==> src/rx_irq_consts.svh <==
// named offsets, field positions, reset values and codes for the rx status latch
`ifndef RX_IRQ_CONSTS_SVH
`define RX_IRQ_CONSTS_SVH

// ****************************************
// register offsets
// ****************************************
`define ADDR_W 16
`define OFS_LINK_EVENT 16'h1AF6
`define OFS_PACKET_EVENT 16'h1AF7
`define OFS_CHECKSUM_EDGE 16'h1AF8
`define OFS_PACKET_EDGE 16'h1AF9

// ****************************************
// reset values
// ****************************************
`define RST_BYTE 8'h00
`define RST_BIT 1'b0

// ****************************************
// byte lanes inside the flag vector
// ****************************************
`define LANE_LINK 0
`define LANE_PACKET 1
`define LANE_CHECKSUM 2
`define LANE_EDGE 3
`define LANE_W 8
`define FLAG_W 32

// ****************************************
// link event byte fields
// ****************************************
`define BIT_CABLE 5
`define BIT_PLL_LOCK 4
`define BIT_CLK_DET 3
`define BIT_STEREO 2
`define BIT_AV_MUTE 1
`define BIT_LINK_MODE 0
`define LINK_SRC_W 6

// ****************************************
// packet event byte fields
// ****************************************
`define BIT_GEN_CTL 7
`define BIT_GAMUT 6
`define BIT_ISRC2 5
`define BIT_ISRC1 4
`define BIT_VENDOR 3
`define BIT_MPEG 2
`define BIT_SRC_DESC 1
`define BIT_VIDEO_INFO 0
`define PKT_SRC_W 8
`define PKT_EDGE_W 7

// ****************************************
// checksum edge byte fields, and packet edge byte header error bit
// ****************************************
`define BIT_CKS_HI 5
`define BIT_CKS_LO 2
`define CKS_W 4
`define BIT_COLOUR 1
`define BIT_CLK_CHANGE 0
`define BIT_HDR_ERR 7

// ****************************************
// interrupt pin field
// ****************************************
`define PIN_FIELD_W 3
`define PIN_RX_IDX 2

`endif

==> src/rx_irq_pkg.sv <==
// types shared by the rx status latch modules
package rx_irq_pkg;

  // ****************************************
  // change detector phase
  // ****************************************
  typedef enum logic [0:0]
  {
    PH_PRIME = 1'b0,
    PH_RUN = 1'b1
  } phase_e;

  // ****************************************
  // interrupt pin drive mode
  // ****************************************
  typedef enum logic [1:0]
  {
    PIN_OFF = 2'b00,
    PIN_PUSH = 2'b01,
    PIN_DRAIN = 2'b10
  } pin_mode_e;

  typedef logic [7:0] byte_t;

  // ****************************************
  // top level state
  // ****************************************
  typedef struct packed
  {
    byte_t rd_data;
    logic rd_valid;
    logic irq_raw;
    logic pin_o;
    logic pin_oe;
  } top_state_s;

endpackage

==> src/flag_bank_if.sv <==
// carrier between the flag bank and its user
`timescale 1ns/1ps
interface flag_bank_if #(parameter int W = 32);
  logic [W-1:0] set;
  logic [W-1:0] clr;
  logic [W-1:0] flags;
  modport owner (input set, input clr, output flags);
  modport user (output set, output clr, input flags);
endinterface

==> src/status_flag_bank.sv <==
// sticky flag bank, set wins over clear
`timescale 1ns/1ps
`include "rx_irq_consts.svh"
module status_flag_bank #(
  parameter int W = `FLAG_W
)
(
  // clock and reset
  input wire logic clk,
  input wire logic rst_n,
  // flags
  flag_bank_if.owner bank
);
  import rx_irq_pkg::*;

  typedef struct packed
  {
    logic [W-1:0] flags;
  } bank_state_s;

  bank_state_s st_r;
  bank_state_s st_nxt;

  generate
    if (W < 1)
    begin : g_chk
      $error("flag bank width must be positive");
    end
  endgenerate

  always_comb
  begin
    st_nxt = st_r;
    st_nxt.flags = (st_r.flags & ~bank.clr) | bank.set;
  end

  always_ff @(posedge clk or negedge rst_n)
  begin
    if (!rst_n)
      st_r <= '0;
    else
      st_r <= st_nxt;
  end

  assign bank.flags = st_r.flags;
endmodule

==> src/change_detector.sv <==
// flags any bit of a level vector that differs from its last sample
`timescale 1ns/1ps
module change_detector #(
  parameter int W = 8
)
(
  // clock and reset
  input wire logic clk,
  input wire logic rst_n,
  // levels in, one cycle change pulses out
  input wire logic [W-1:0] level,
  output logic [W-1:0] change
);
  import rx_irq_pkg::*;

  typedef struct packed
  {
    phase_e phase;
    logic [W-1:0] prev;
  } det_state_s;

  det_state_s st_r;
  det_state_s st_nxt;

  generate
    if (W < 1)
    begin : g_chk
      $error("change detector width must be positive");
    end
  endgenerate

  always_comb
  begin
    st_nxt = st_r;
    st_nxt.prev = level;
    change = '0;
    case (st_r.phase)
      PH_PRIME:
      begin
        st_nxt.phase = PH_RUN;
      end
      PH_RUN:
      begin
        change = level ^ st_r.prev;
      end
      default:
      begin
        st_nxt.phase = PH_PRIME;
      end
    endcase
  end

  always_ff @(posedge clk or negedge rst_n)
  begin
    if (!rst_n)
      st_r <= '{phase: PH_PRIME, prev: '0};
    else
      st_r <= st_nxt;
  end
endmodule

==> src/rx_interrupt_status_latch.sv <==
// latched receiver interrupt status flags with read port and interrupt pin
//
// Contract
// - cable detect change sets latched flag
// - pll lock change sets latched flag
// - clock detect change sets latched flag
// - stereo video change sets latched flag
// - av mute change sets latched flag
// - link mode change sets latched flag
// - general control packet change sets flag
// - gamut, isrc1, isrc2 each own level flag
// - four info frame detect flags
// - four info frame checksum error edge flags
// - colour depth change sets edge flag
// - clock detect change sets edge flag
// - unknown packet header error sets flag
// - gamut, isrc1, isrc2 each own edge flag
// - four info frame edge detect flags
// - flags stay set until cleared
// - raw request when masked flag set
// - rx interrupt drives third pin field
`timescale 1ns/1ps
`include "rx_irq_consts.svh"
module rx_interrupt_status_latch #(
  parameter int CD_W = 3
)
(
  // clock and reset
  input wire logic clk,
  input wire logic rst_n,
  // link status levels, cable, pll, clock, stereo, mute, mode
  input wire logic [`LINK_SRC_W-1:0] link_status,
  // packet and frame status levels
  input wire logic [`PKT_SRC_W-1:0] packet_status,
  // received colour depth mode
  input wire logic [CD_W-1:0] colour_depth,
  // checksum error pulses, vendor, mpeg, source desc, video info
  input wire logic [`CKS_W-1:0] checksum_err,
  // uncorrectable unknown packet header error pulse
  input wire logic header_err,
  // mask bits per register
  input wire rx_irq_pkg::byte_t mask_link,
  input wire rx_irq_pkg::byte_t mask_packet,
  input wire rx_irq_pkg::byte_t mask_checksum,
  input wire rx_irq_pkg::byte_t mask_edge,
  // clear pulses per register
  input wire rx_irq_pkg::byte_t clr_link,
  input wire rx_irq_pkg::byte_t clr_packet,
  input wire rx_irq_pkg::byte_t clr_checksum,
  input wire rx_irq_pkg::byte_t clr_edge,
  // interrupt pin enable and open drain fields
  input wire logic [`PIN_FIELD_W-1:0] int_pin_oe,
  input wire logic [`PIN_FIELD_W-1:0] int_pin_od,
  // register read port
  input wire logic rd_en,
  input wire logic [`ADDR_W-1:0] rd_addr,
  output rx_irq_pkg::byte_t rd_data,
  output logic rd_valid,
  // combined request and pin
  output logic combined_irq_raw,
  output logic receiver_irq_pin_o,
  output logic receiver_irq_pin_oe
);
  import rx_irq_pkg::*;

  // ****************************************
  // parameter check
  // ****************************************
  generate
    if (CD_W < 1 || CD_W > `LANE_W)
    begin : g_chk
      $error("colour depth width out of range");
    end
    if (`FLAG_W != (`LANE_EDGE + 1) * `LANE_W)
    begin : g_chk_lanes
      $error("flag vector does not hold every register lane");
    end
    if ($bits(byte_t) != `LANE_W)
    begin : g_chk_byte
      $error("byte type does not match lane width");
    end
    if (`LINK_SRC_W > `LANE_W || `PKT_SRC_W > `LANE_W)
    begin : g_chk_src
      $error("source field wider than a register lane");
    end
    if (`BIT_CABLE >= `LINK_SRC_W || `BIT_GEN_CTL >= `PKT_SRC_W)
    begin : g_chk_link
      $error("source bit outside its field");
    end
    if (`BIT_CKS_HI - `BIT_CKS_LO + 1 != `CKS_W)
    begin : g_chk_cks
      $error("checksum field width mismatch");
    end
    if (`BIT_COLOUR >= `BIT_CKS_LO || `BIT_CLK_CHANGE >= `BIT_CKS_LO)
    begin : g_chk_cks_lo
      $error("colour or clock change bit inside checksum field");
    end
    if (`BIT_HDR_ERR < `PKT_EDGE_W)
    begin : g_chk_hdr
      $error("header error bit overlaps packet edge bits");
    end
    if (`BIT_HDR_ERR >= `LANE_W)
    begin : g_chk_hdr_lane
      $error("header error bit outside its lane");
    end
    if (`OFS_PACKET_EDGE - `OFS_LINK_EVENT != `LANE_EDGE)
    begin : g_chk_ofs
      $error("register offsets not consecutive");
    end
    if (`PIN_RX_IDX >= `PIN_FIELD_W)
    begin : g_chk_pin
      $error("receiver pin index outside pin field");
    end
  endgenerate

  // ****************************************
  // local widths
  // ****************************************
  localparam int SRC_W = CD_W + `LINK_SRC_W + `PKT_SRC_W;
  localparam int LINK_LO = `PKT_SRC_W;
  localparam int CD_LO = `PKT_SRC_W + `LINK_SRC_W;

  // ****************************************
  // helpers
  // ****************************************
  function automatic byte_t lane_of(input logic [`FLAG_W-1:0] v, input int lane);
    byte_t b;
    b = v[lane*`LANE_W +: `LANE_W];
    return b;
  endfunction

  function automatic logic addr_mapped(input logic [`ADDR_W-1:0] a);
    return (a >= `OFS_LINK_EVENT) && (a <= `OFS_PACKET_EDGE);
  endfunction

  function automatic byte_t read_mux(input logic [`FLAG_W-1:0] v, input logic [`ADDR_W-1:0] a);
    byte_t d;
    if (a == `OFS_LINK_EVENT)
      d = lane_of(v, `LANE_LINK);
    else if (a == `OFS_PACKET_EVENT)
      d = lane_of(v, `LANE_PACKET);
    else if (a == `OFS_CHECKSUM_EDGE)
      d = lane_of(v, `LANE_CHECKSUM);
    else if (a == `OFS_PACKET_EDGE)
      d = lane_of(v, `LANE_EDGE);
    else
      d = `RST_BYTE;
    return d;
  endfunction

  // ****************************************
  // declarations
  // ****************************************
  top_state_s st_r;
  top_state_s st_nxt;
  logic [SRC_W-1:0] src_level;
  logic [SRC_W-1:0] src_change;
  logic [`LINK_SRC_W-1:0] link_chg;
  logic [`PKT_SRC_W-1:0] pkt_chg;
  logic colour_chg;
  byte_t set_link;
  byte_t set_packet;
  byte_t set_checksum;
  byte_t set_edge;
  logic [`FLAG_W-1:0] mask_all;
  logic [`FLAG_W-1:0] flags;
  logic irq_now;
  pin_mode_e pin_mode;
  logic rd_hit;
  byte_t rd_word;

  flag_bank_if #(.W(`FLAG_W)) bank ();

  // ****************************************
  // change detection on every level source
  // ****************************************
  assign src_level = {colour_depth, link_status, packet_status};

  change_detector #(.W(SRC_W)) u_detect (
    .clk(clk),
    .rst_n(rst_n),
    .level(src_level),
    .change(src_change)
  );

  assign pkt_chg = src_change[`PKT_SRC_W-1:0];
  assign link_chg = src_change[LINK_LO +: `LINK_SRC_W];
  assign colour_chg = |src_change[CD_LO +: CD_W];

  // ****************************************
  // link event byte
  // ****************************************
  always_comb
  begin
    set_link = `RST_BYTE;
    set_link[`BIT_CABLE] = link_chg[`BIT_CABLE];
    set_link[`BIT_PLL_LOCK] = link_chg[`BIT_PLL_LOCK];
    set_link[`BIT_CLK_DET] = link_chg[`BIT_CLK_DET];
    set_link[`BIT_STEREO] = link_chg[`BIT_STEREO];
    set_link[`BIT_AV_MUTE] = link_chg[`BIT_AV_MUTE];
    set_link[`BIT_LINK_MODE] = link_chg[`BIT_LINK_MODE];
  end

  // ****************************************
  // packet event byte
  // ****************************************
  always_comb
  begin
    set_packet = `RST_BYTE;
    set_packet[`BIT_GEN_CTL] = pkt_chg[`BIT_GEN_CTL];
    set_packet[`BIT_GAMUT] = pkt_chg[`BIT_GAMUT];
    set_packet[`BIT_ISRC2] = pkt_chg[`BIT_ISRC2];
    set_packet[`BIT_ISRC1] = pkt_chg[`BIT_ISRC1];
    set_packet[`BIT_VENDOR] = pkt_chg[`BIT_VENDOR];
    set_packet[`BIT_MPEG] = pkt_chg[`BIT_MPEG];
    set_packet[`BIT_SRC_DESC] = pkt_chg[`BIT_SRC_DESC];
    set_packet[`BIT_VIDEO_INFO] = pkt_chg[`BIT_VIDEO_INFO];
  end

  // ****************************************
  // checksum edge byte
  // ****************************************
  always_comb
  begin
    set_checksum = `RST_BYTE;
    set_checksum[`BIT_CKS_HI:`BIT_CKS_LO] = checksum_err;
    set_checksum[`BIT_COLOUR] = colour_chg;
    set_checksum[`BIT_CLK_CHANGE] = link_chg[`BIT_CLK_DET];
  end

  // ****************************************
  // packet edge byte
  // ****************************************
  always_comb
  begin
    set_edge = `RST_BYTE;
    set_edge[`BIT_HDR_ERR] = header_err;
    set_edge[`BIT_GAMUT] = pkt_chg[`BIT_GAMUT];
    set_edge[`BIT_ISRC2] = pkt_chg[`BIT_ISRC2];
    set_edge[`BIT_ISRC1] = pkt_chg[`BIT_ISRC1];
    set_edge[`BIT_VENDOR] = pkt_chg[`BIT_VENDOR];
    set_edge[`BIT_MPEG] = pkt_chg[`BIT_MPEG];
    set_edge[`BIT_SRC_DESC] = pkt_chg[`BIT_SRC_DESC];
    set_edge[`BIT_VIDEO_INFO] = pkt_chg[`BIT_VIDEO_INFO];
  end

  // ****************************************
  // sticky flag storage
  // ****************************************
  assign bank.set = {set_edge, set_checksum, set_packet, set_link};
  assign bank.clr = {clr_edge, clr_checksum, clr_packet, clr_link};

  status_flag_bank #(.W(`FLAG_W)) u_bank (
    .clk(clk),
    .rst_n(rst_n),
    .bank(bank)
  );

  assign flags = bank.flags;

  // ****************************************
  // combined request
  // ****************************************
  assign mask_all = {mask_edge, mask_checksum, mask_packet, mask_link};
  assign irq_now = |(flags & mask_all);

  // ****************************************
  // pin mode
  // ****************************************
  always_comb
  begin
    if (!int_pin_oe[`PIN_RX_IDX])
      pin_mode = PIN_OFF;
    else if (int_pin_od[`PIN_RX_IDX])
      pin_mode = PIN_DRAIN;
    else
      pin_mode = PIN_PUSH;
  end

  // ****************************************
  // read decode
  // ****************************************
  always_comb
  begin
    rd_hit = addr_mapped(rd_addr);
    rd_word = read_mux(flags, rd_addr);
  end

  // ****************************************
  // next state
  // ****************************************
  always_comb
  begin
    st_nxt = st_r;
    st_nxt.rd_valid = rd_en;
    st_nxt.irq_raw = irq_now;
    if (rd_en && rd_hit)
      st_nxt.rd_data = rd_word;
    else
      st_nxt.rd_data = `RST_BYTE;
    case (pin_mode)
      PIN_PUSH:
      begin
        st_nxt.pin_o = irq_now;
        st_nxt.pin_oe = 1'h1;
      end
      PIN_DRAIN:
      begin
        st_nxt.pin_o = `RST_BIT;
        st_nxt.pin_oe = irq_now;
      end
      default:
      begin
        st_nxt.pin_o = `RST_BIT;
        st_nxt.pin_oe = `RST_BIT;
      end
    endcase
  end

  // ****************************************
  // state register
  // ****************************************
  always_ff @(posedge clk or negedge rst_n)
  begin
    if (!rst_n)
      st_r <= '0;
    else
      st_r <= st_nxt;
  end

  // ****************************************
  // outputs
  // ****************************************
  assign rd_data = st_r.rd_data;
  assign rd_valid = st_r.rd_valid;
  assign combined_irq_raw = st_r.irq_raw;
  assign receiver_irq_pin_o = st_r.pin_o;
  assign receiver_irq_pin_oe = st_r.pin_oe;
endmodule

==> config.mk <==
export PLATFORM = sky130hd
export DESIGN_NAME = rx_interrupt_status_latch
export DESIGN_NICKNAME = d
export VERILOG_FILES = /design/src/rx_irq_pkg.sv /design/src/flag_bank_if.sv /design/src/status_flag_bank.sv /design/src/change_detector.sv /design/src/rx_interrupt_status_latch.sv
export VERILOG_INCLUDE_DIRS = /design/src
export SDC_FILE = /design/constraint.sdc
export NUM_CORES = 1
export LEC_CHECK = 0
export BUFFER_PORTS_ARGS = -buffer_cell sky130_fd_sc_hd__buf_2
export CAP_MARGIN = 25
export CORE_UTILIZATION = 50
export CTS_CLUSTER_SIZE = 10
export DETAILED_ROUTE_END_ITERATION = 16
export GPL_TIMING_DRIVEN = 0
export PLACE_DENSITY = 0.84
export SLEW_MARGIN = 20
export SYNTH_ARGS = -nofsm -noshare
export SYNTH_HDL_FRONTEND = slang
export SYNTH_SLANG_ARGS = --single-unit
==> constraint.sdc <==
create_clock -name clk -period 3.2 [get_ports clk]
set_input_delay 0.32 -clock clk [delete_from_list [all_inputs] [get_ports clk]]
set_output_delay 0.32 -clock clk [all_outputs]
set_load 0.01 [all_outputs]
=== Word-level counts from Yosys, hierarchy flattened ===
Index checks and enable logic that the tools add are counted.

* Register bits after elaboration: 62
* Bits of input ports: 111
* Output and inout port bits: 12
* Logic and storage cells: 34

* $lt $le $gt $ge: 2
* Eq/ne operators: 6
* Multiplexer cells: 9
* Bitwise gates (word level): 5
* Reduce and logical (&&, ||, !) cells: 4

{| class="wikitable"
|+ Operator list
! operator !! number
|-
| 32-bit bitwise AND || 2
|-
| 16-bit by 13-bit == test with 1-bit output (second input constant) || 4
|-
| 8-bit 2-to-1 mux || 5
|-
| 32-bit NOT || 1
|-
| 32-bit OR || 1
|-
| 32-bit OR reduction || 1
|-
| 17-bit 2-to-1 mux || 1
|-
| 17-bit bitwise XOR || 1
|-
| 16-bit by 13-bit greater-or-equal comparator with 1-bit output (second input constant) || 1
|-
| 16-bit by 13-bit less-or-equal comparator with 1-bit output (second input constant) || 1
|-
| 2-bit 2-to-1 mux || 2
|-
| 2-bit case mux with 2 select lines || 1
|-
| 3-bit OR reduction || 1
|-
| 2-bit by 1-bit == test with 1-bit output (second input constant) || 1
|-
| 2-bit == test (second input constant) || 1
|-
| 1-bit logical AND || 2
|}

=== Logic depth before layout (Yosys ltp) ===
Gate-level depths: netlist of the first run.

* Depth in word-level cells: 6
* Gate-level depth with buffers: 5
* Depth with buffers taken out: 4

=== Cells and area by module ===
A second synthesis of the first run with hierarchy kept.

* Cell total of the unflattened synthesis: 228
* Area total of the unflattened synthesis: 2715.1 sq um

{| class="wikitable"
|+ By module, submodules not included
! module !! times used !! cells an instance !! area an instance (sq um) !! seq. area each (sq um)
|-
| status_flag_bank || 1 || 96 || 1161.1 || 800.8
|-
| rx_interrupt_status_latch || 1 || 78 || 817.0 || 300.3
|-
| change_detector || 1 || 54 || 737.0 || 450.4
|}

=== Worst setup path after synthesis of the first run ===
OpenSTA, ideal clock, no wires.

* Path kind: in2reg
* From: input port rd_addr[0]
* To: register st_r (netlist bit rd_data[0])
* Library setup time: 0.119 ns
* Arrival time: 1.142 ns
* Required time: 3.081 ns
* Setup slack: 1.939 ns
* Stages: 5
* Path buffers: 2
* Cell sequence: buf_2 > buf_4 > mux2i_1 > o22ai_1 > and2_1

{| class="wikitable"
|+ RTL lines
! element !! line !! source
|-
| from (decl) || rx_interrupt_status_latch.sv:56 || <nowiki>input wire logic [`ADDR_W-1:0] rd_addr,</nowiki>
|-
| to (signal assigned) || rx_interrupt_status_latch.sv:328 || <nowiki>st_r <= st_nxt;</nowiki>
|-
| to (decl) || rx_interrupt_status_latch.sv:154 || <nowiki>top_state_s st_r;</nowiki>
|}

==> flow_metrics.env, run 1 <==
export IMPL_status="finished clean"
export IMPL_rr_worst_depth=4
export IMPL_skew_ns=0.007354
export IMPL_tightest_slew_ns=0.7582
export IMPL_r2r_start="u_bank.bank.flags[1]"
export IMPL_totalPowerFinal_mw=1.688
export IMPL_cts_path_max_buffers=2
export IMPL_synth_nets=338
export IMPL_fmax_ghz=0.7018
export IMPL_num_fill_cells=383
export IMPL_htree_levels=3
export IMPL_die_h_um=74.89
export IMPL_cts_tree="built"
export IMPL_crit_arrival_ns=1.63
export IMPL_vdd_drop_max_mv=0.3247
export IMPL_grt_pass1_wl_um=9673
export IMPL_place_ws_ns=1.674
export IMPL_cp_max_fo=3
export IMPL_leakage_nw=1.869
export IMPL_ios=123
export IMPL_antenna_found_initial=0
export IMPL_synthToLayoutAreaGrowth_pct=31.75
export IMPL_cp_end_kind="flip-flop"
export IMPL_cts_resized=0
export IMPL_die_w_um=74.89
export IMPL_first_pass_iters=4
export IMPL_gp_congestion=0.8459
export IMPL_fin_area_um2=3500
export IMPL_clk_latency_ns=0.33
export IMPL_ys_seq_area_frac=0.5841
export IMPL_cts_sinks=62
export IMPL_yosysWarnings=0
export IMPL_setup_ws_ns=1.775
export IMPL_slew_headroom=0.4945
export IMPL_grt_max_degree=63
export IMPL_design_core_area_um2=5107
export IMPL_initial_core_util=0.5201
export IMPL_netlist_top_cell_by_area="dfrtp_1"
export IMPL_crit_family="compound AO/OA/AOI/OAI gates"
export IMPL_instances_no_fill=429
export IMPL_place_inst=414
export IMPL_syn_area_per_cell_um2=11.70
export IMPL_clk_pin_slew_ns=0.06
export IMPL_power_density_nw_per_um2=482.3
export IMPL_startpoint="u_bank.bank.flags[1]"
export IMPL_tritoncts_num_buffers=9
export IMPL_worstSetupPathType="flip-flop to flip-flop"
export IMPL_synth_cell_types=31
export IMPL_portBuffers=117
export IMPL_worst_path_largest_cell_delay_ns=0.40
export IMPL_ant_nets=0
export IMPL_finalHoldViolCount=0
export IMPL_drv_cap=0
export IMPL_cp_required_ns=3.41
export IMPL_grt_total_usage=0.2446
export IMPL_fin_crit_ns=1.425
export IMPL_synth_top_cell_area_share=0.5841
export IMPL_wl_per_cell_um=14.58
export IMPL_wirelength_um=6256
export IMPL_cp_depth=4
export IMPL_slew_violations=0
export IMPL_finalSetupTns_ns=0
export IMPL_grt_pass1_vias=2044
export IMPL_synth_area_um2=2656
export IMPL_path_cells="a22o_1 -> a221oi_1 -> and4_1 -> a31oi_1"
export IMPL_layout_drive_gt1_share=0.3844
export IMPL_clock_root_buffer="clkbuf_8"
export IMPL_min_path_type="primary input to asynchronous set/reset pin"
export IMPL_synthCells=227
export IMPL_place_area_um2=3332
export IMPL_netlist_top_cells_area="dfrtp_1, mux2i_1, xor2_1"
export IMPL_ys_ff_latch=62
export IMPL_nNetsFinal=466
export IMPL_fin_crit_sh=0.4453
export IMPL_grt_ovfl_total=0
export IMPL_setup_viol=0
export IMPL_diodes=0
export IMPL_route_detailed_drc=0
export IMPL_hold_buffers=0
export IMPL_vias=2161
export IMPL_start_kind="flip-flop"
export IMPL_slowest_stage="dfrtp_1"
export IMPL_post_cts_buffers=0
export IMPL_fp_row_count=26
export IMPL_critPathBufInv=0
export IMPL_viasPerCell=5.037
export IMPL_drtIter0Drc=74
export IMPL_rsz0062_at_grt="no"
export IMPL_die_area_um2=5608
## routing by layer
layer  up-vias  track usage  wire length, um
met2        82       0.3814             3054
li1       1041            -                -
met3        12      0.06024              333
met1      1026       0.3188             2736
met4         0       0.1279              132
met5         -            0                0
## through the flow
stage | hold WS (ns) | util
2_1_floorplan | 0.02441 | -
3_3_place_gp | 0.4455 | 0.6519
3_5_place_dp | 0.4365 | 0.6524
4_1_cts | 0.07292 | 0.6852
5_1_grt | 0.1061 | 0.6852
6_report | 0.05394 | 0.6852
## state kept, by name, indices dropped and copies added, names as in the netlist
name                 count
receiver_irq_pin_oe      1
receiver_irq_pin_o       1
u_bank.bank.flags       32
rd_data                  8
u_detect.st_r           18
rd_valid                 1
combined_irq_raw         1
## report_power, final
part / internal, mW / switching, mW
clock network: 0.319 / 0.271
registers: 0.837 / 0.0444
logic: 0.112 / 0.105
## worst reg2reg max path: cells and delay by family (launching register included)
| family | cells | cell delay [ns] |
|---|---|---|
| AOI/OAI and AO/OA | 3 | 0.61 |
| DFF | 1 | 0.40 |
| and+or+nand+nor | 1 | 0.30 |
## synth_stat cells, drive strengths merged
cell	count
a211oi	2
a21o	5
a21oi	1
a221oi	8
a22o	8
a31oi	1
and2	8
and3b	1
and4	2
and4b	1
and4bb	2
buf	2
clkbuf	1
conb	1
dfrtp	62
inv	30
mux2i	16
nand2	16
nand3	1
nand4	2
nor2b	4
nor3b	1
o211ai	1
o21ai	24
o22ai	8
o31ai	2
xor2	17
## cell families after synthesis
logic type | after synthesis | synth area share
and+or+nand+nor | 38 | 0.09562
AOI/OAI and AO/OA | 60 | 0.1540
xor gates and xnor gates | 17 | 0.05605
muxes | 16 | 0.06029
buffers and inverters | 33 | 0.04851
DFF | 62 | 0.5841
other | 1 | 0.001412
## area by class of cell
cell class	count	area (um2)	share of cell area
tap	70	87.58	0.02503
clock buffer	14	162.7	0.04648
multi-input combinational	132	975.9	0.2789
sequential	62	1551	0.4433
inverter	30	112.6	0.03218
timing repair buffer	117	588.1	0.1680
clock inverter	1	5.005	0.001430
buffer	3	16.27	0.004648
## worst paths after layout
path                                    endpoint  slack [ns]
max in group asynchronous             rd_data[2]        2.64
setup reg to reg             receiver_irq_pin_oe        1.78
setup / recovery             receiver_irq_pin_oe        1.78
hold / removal               receiver_irq_pin_oe        0.05
min in group clk                        rd_valid        0.11
hold reg to reg            u_bank.bank.flags[21]        0.52
## placed cells by master (no fill, tap or decap), drive strengths merged, types with 4 or more instances in the layout
cell type  Yosys  final
and2           8      8
dfrtp         62     62
o21ai         24     24
nand2         16     16
a21o           5      5
xor2          17     17
mux2i         16     16
clkbuf         1     15
nor2b          4      4
buf            2    119
o22ai          8      8
a22o           8      8
inv           30     30
a221oi         8      8
Note: power is estimated with default switching activity, not from simulation.
==> run 2, diff against run 1 <==
--- a/config.mk
+++ b/config.mk
@@ -6,13 +6,14 @@
 export SDC_FILE = /design/constraint.sdc
 export NUM_CORES = 1
 export LEC_CHECK = 0
+export ABC_AREA = 1
 export BUFFER_PORTS_ARGS = -buffer_cell sky130_fd_sc_hd__buf_2
 export CAP_MARGIN = 25
-export CORE_UTILIZATION = 50
+export CORE_UTILIZATION = 43
 export CTS_CLUSTER_SIZE = 10
 export DETAILED_ROUTE_END_ITERATION = 16
 export GPL_TIMING_DRIVEN = 0
-export PLACE_DENSITY = 0.84
+export PLACE_DENSITY = 0.74
 export SLEW_MARGIN = 20
 export SYNTH_ARGS = -nofsm -noshare
 export SYNTH_HDL_FRONTEND = slang
==> constraint.sdc (replaced) <==
create_clock -name clk -period 1.3 [get_ports clk]
set_input_delay 0.13 -clock clk [delete_from_list [all_inputs] [get_ports clk]]
set_output_delay 0.13 -clock clk [all_outputs]
set_load 0.01 [all_outputs]
==> run 2 against run 1 <==
Against the previous run: first-iteration DRC count up 27%; clock-buffer cell count down 1; sequential cell count unchanged; critical path type unchanged; critical endpoint unchanged.
==> flow_metrics.env, run 2 <==
export IMPL_vias=2977
export IMPL_die_w_um=85.48
export IMPL_slew_violations=0
export IMPL_cts_tree="built"
export IMPL_synthToLayoutAreaGrowth_pct=48.68
export IMPL_skew_ns=0.006603
export IMPL_slowest_stage="dfrtp_1"
export IMPL_synthMostInstantiatedCell="nand2_1"
export IMPL_htree_levels=3
export IMPL_fmax_ghz=0.7775
export IMPL_yosysWarnings=0
export IMPL_clock_root_buffer="clkbuf_8"
export IMPL_reg2reg_slack_ns=0.01
export IMPL_synthCells=337
export IMPL_hpwlAfterDp_um=5798
export IMPL_worst_path_largest_cell_delay_ns=0.38
export IMPL_synth_area_um2=2997
export IMPL_crit_family="simple AND/OR/NAND/NOR gates"
export IMPL_async_flop_share=1.000
export IMPL_status="finished clean"
export IMPL_syn_area_per_cell_um2=8.892
export IMPL_nNetsFinal=636
export IMPL_synth_nets=448
export IMPL_hold_ws_ns=0.04469
export IMPL_initial_core_util=0.4435
export IMPL_crit_arrival_ns=1.50
export IMPL_netlist_top_cells_area="dfrtp_1, nand2_1, inv_1"
export IMPL_wirelength_um=8459
export IMPL_layout_drive_gt1_share=0.3125
export IMPL_instances_no_fill=608
export IMPL_gp_congestion=0.9036
export IMPL_synth_edf_count=0
export IMPL_register_area_um2=1551
export IMPL_totalPowerFinal_mw=4.331
export IMPL_min_path_type="primary input to flip-flop"
export IMPL_place_inst=535
export IMPL_ios=123
export IMPL_fp_row_count=30
export IMPL_critPathBufInv=0
export IMPL_grt_total_usage=0.2429
export IMPL_diodes=0
export IMPL_viasPerCell=4.896
export IMPL_fin_crit_ns=1.286
export IMPL_route_detailed_drc=0
export IMPL_grt_max_degree=63
export IMPL_synth_common_cells="nand2_1, dfrtp_1, inv_1"
export IMPL_cp_end_kind="flip-flop"
export IMPL_grt_ovfl_total=0
export IMPL_netlist_top_cell_by_area="dfrtp_1"
export IMPL_setup_viol=0
export IMPL_rsz0062_at_grt="yes"
export IMPL_path_common_cell="nand2_1"
export IMPL_finalSetupTns_ns=0
export IMPL_ant_nets=0
export IMPL_portBuffers=118
export IMPL_cts_sinks=62
export IMPL_grt_pass1_wl_um=13410
export IMPL_path_cells="nand2_1 -> nand2_1 -> nor2_1 -> nand4_1 -> nor2_2 -> nand2_1 -> nand2_1 -> o21ai_1"
export IMPL_drv_cap=0
export IMPL_ys_ff_latch=62
export IMPL_largest_reg_flops=32
export IMPL_fin_crit_sh=0.9894
export IMPL_final_common_cell="buf_2"
export IMPL_final_util=0.6594
export IMPL_cts_path_max_buffers=2
export IMPL_drtIter0Drc=94
export IMPL_vdd_drop_max_mv=0.6465
export IMPL_synthFlopType="dfrtp_1"
export IMPL_cp_required_ns=1.52
export IMPL_leakage_nw=2.261
export IMPL_clk_latency_ns=0.33
export IMPL_tightest_slew_ns=0.7740
export IMPL_tritoncts_num_buffers=9
export IMPL_power_density_nw_per_um2=972.0
export IMPL_cp_max_fo=2
export IMPL_mostFrequentLayoutCells="buf_2, nand2_1, dfrtp_1"
export IMPL_slew_headroom=0.4840
export IMPL_antenna_found_initial=0
export IMPL_ys_seq_area_frac=0.5177
export IMPL_wl_per_cell_um=13.91
export IMPL_finalHoldViolCount=0
export IMPL_die_area_um2=7307
export IMPL_worstSetupPathType="flip-flop to flip-flop"
export IMPL_synth_top_cell_area_share=0.5177
export IMPL_grt_pass1_vias=2983
export IMPL_die_h_um=85.48
export IMPL_design_core_area_um2=6756
export IMPL_start_kind="flip-flop"
export IMPL_multiInputGateArea_um2=1212
export IMPL_num_fill_cells=556
export IMPL_clk_pin_slew_ns=0.06
export IMPL_synth_cell_types=30
export IMPL_first_pass_iters=4
[run 2: cells by family (layout without fill, tap and decap cells)]
group,Yosys count,count (layout),synth area share
AND/OR/NAND/NOR,143,143,0.2438
XOR/XNOR,9,9,0.02631
AO/OA/AOI/OAI,64,64,0.1315
buffers and inverters,58,249,0.07933
other,1,1,0.001251
flip-flops,62,62,0.5177
[run 2: per-layer routing]
metal	share of wire	vias to the layer above	GRT usage
met5	0	-	0
met2	0.50	109	0.4233
met4	0.018	0	0.1045
met1	0.42	1368	0.2886
met3	0.059	15	0.05447
li1	-	1485	-
[run 2: layout make-up]
cell class                 instances  share of cell area
clock buffer                      13             0.03791
buffer                             6            0.009829
tap                               80             0.02247
multi-input combinational        217              0.2721
sequential                        62              0.3482
clock inverter                     1            0.001123
inverter                          52             0.04381
timing repair buffer             177              0.2645
[run 2: repair_timing]
action	4_1_cts	5_1_grt
setup endpoints to repair	14	2
gates cloned	0	0
hold buffers	57	0
gates resized for setup	3	1
hold endpoints to repair	114	0
pin swaps	0	6
setup buffers	0	2
[run 2: worst reg2reg max path, cell delays in order, from the launching register on]
cell and delay, ns:
dfrtp_1 0.38, nand2_1 0.06, nand2_1 0.04, nor2_1 0.12
nand4_1 0.16, nor2_2 0.18, nand2_1 0.09, nand2_1 0.09
o21ai_1 0.06
[run 2: final timing paths]
kind,start,endpoint,depth (start not counted)
max,u_bank.bank.flags[5],receiver_irq_pin_oe,8
min in group asynchronous,rst_n,u_detect.st_r[2],2
min reg2reg,u_bank.bank.flags[6],u_bank.bank.flags[6],2
max in group asynchronous,rst_n,u_bank.bank.flags[18],2
min,int_pin_oe[2],receiver_irq_pin_o,3
max reg2reg,u_bank.bank.flags[5],receiver_irq_pin_oe,8
[run 2: stage by stage]
step,instance area [um2],worst slack (ns)
after floorplan,2997,0.2045
after global placement,3687,-0.1341
after detailed placement,3690,-0.1802
after CTS,4441,0.01053
after global routing,4456,-0.09091
final,4456,0.01382
[run 2: power by group]
| group | internal, mW | total (mW) | switching (mW) |
|---|---|---|---|
| clock | 0.825 | 1.50 | 0.678 |
| sequential | 2.05 | 2.14 | 0.0878 |
| combinational | 0.357 | 0.687 | 0.330 |
| total | 3.23 | 4.33 | 1.10 |
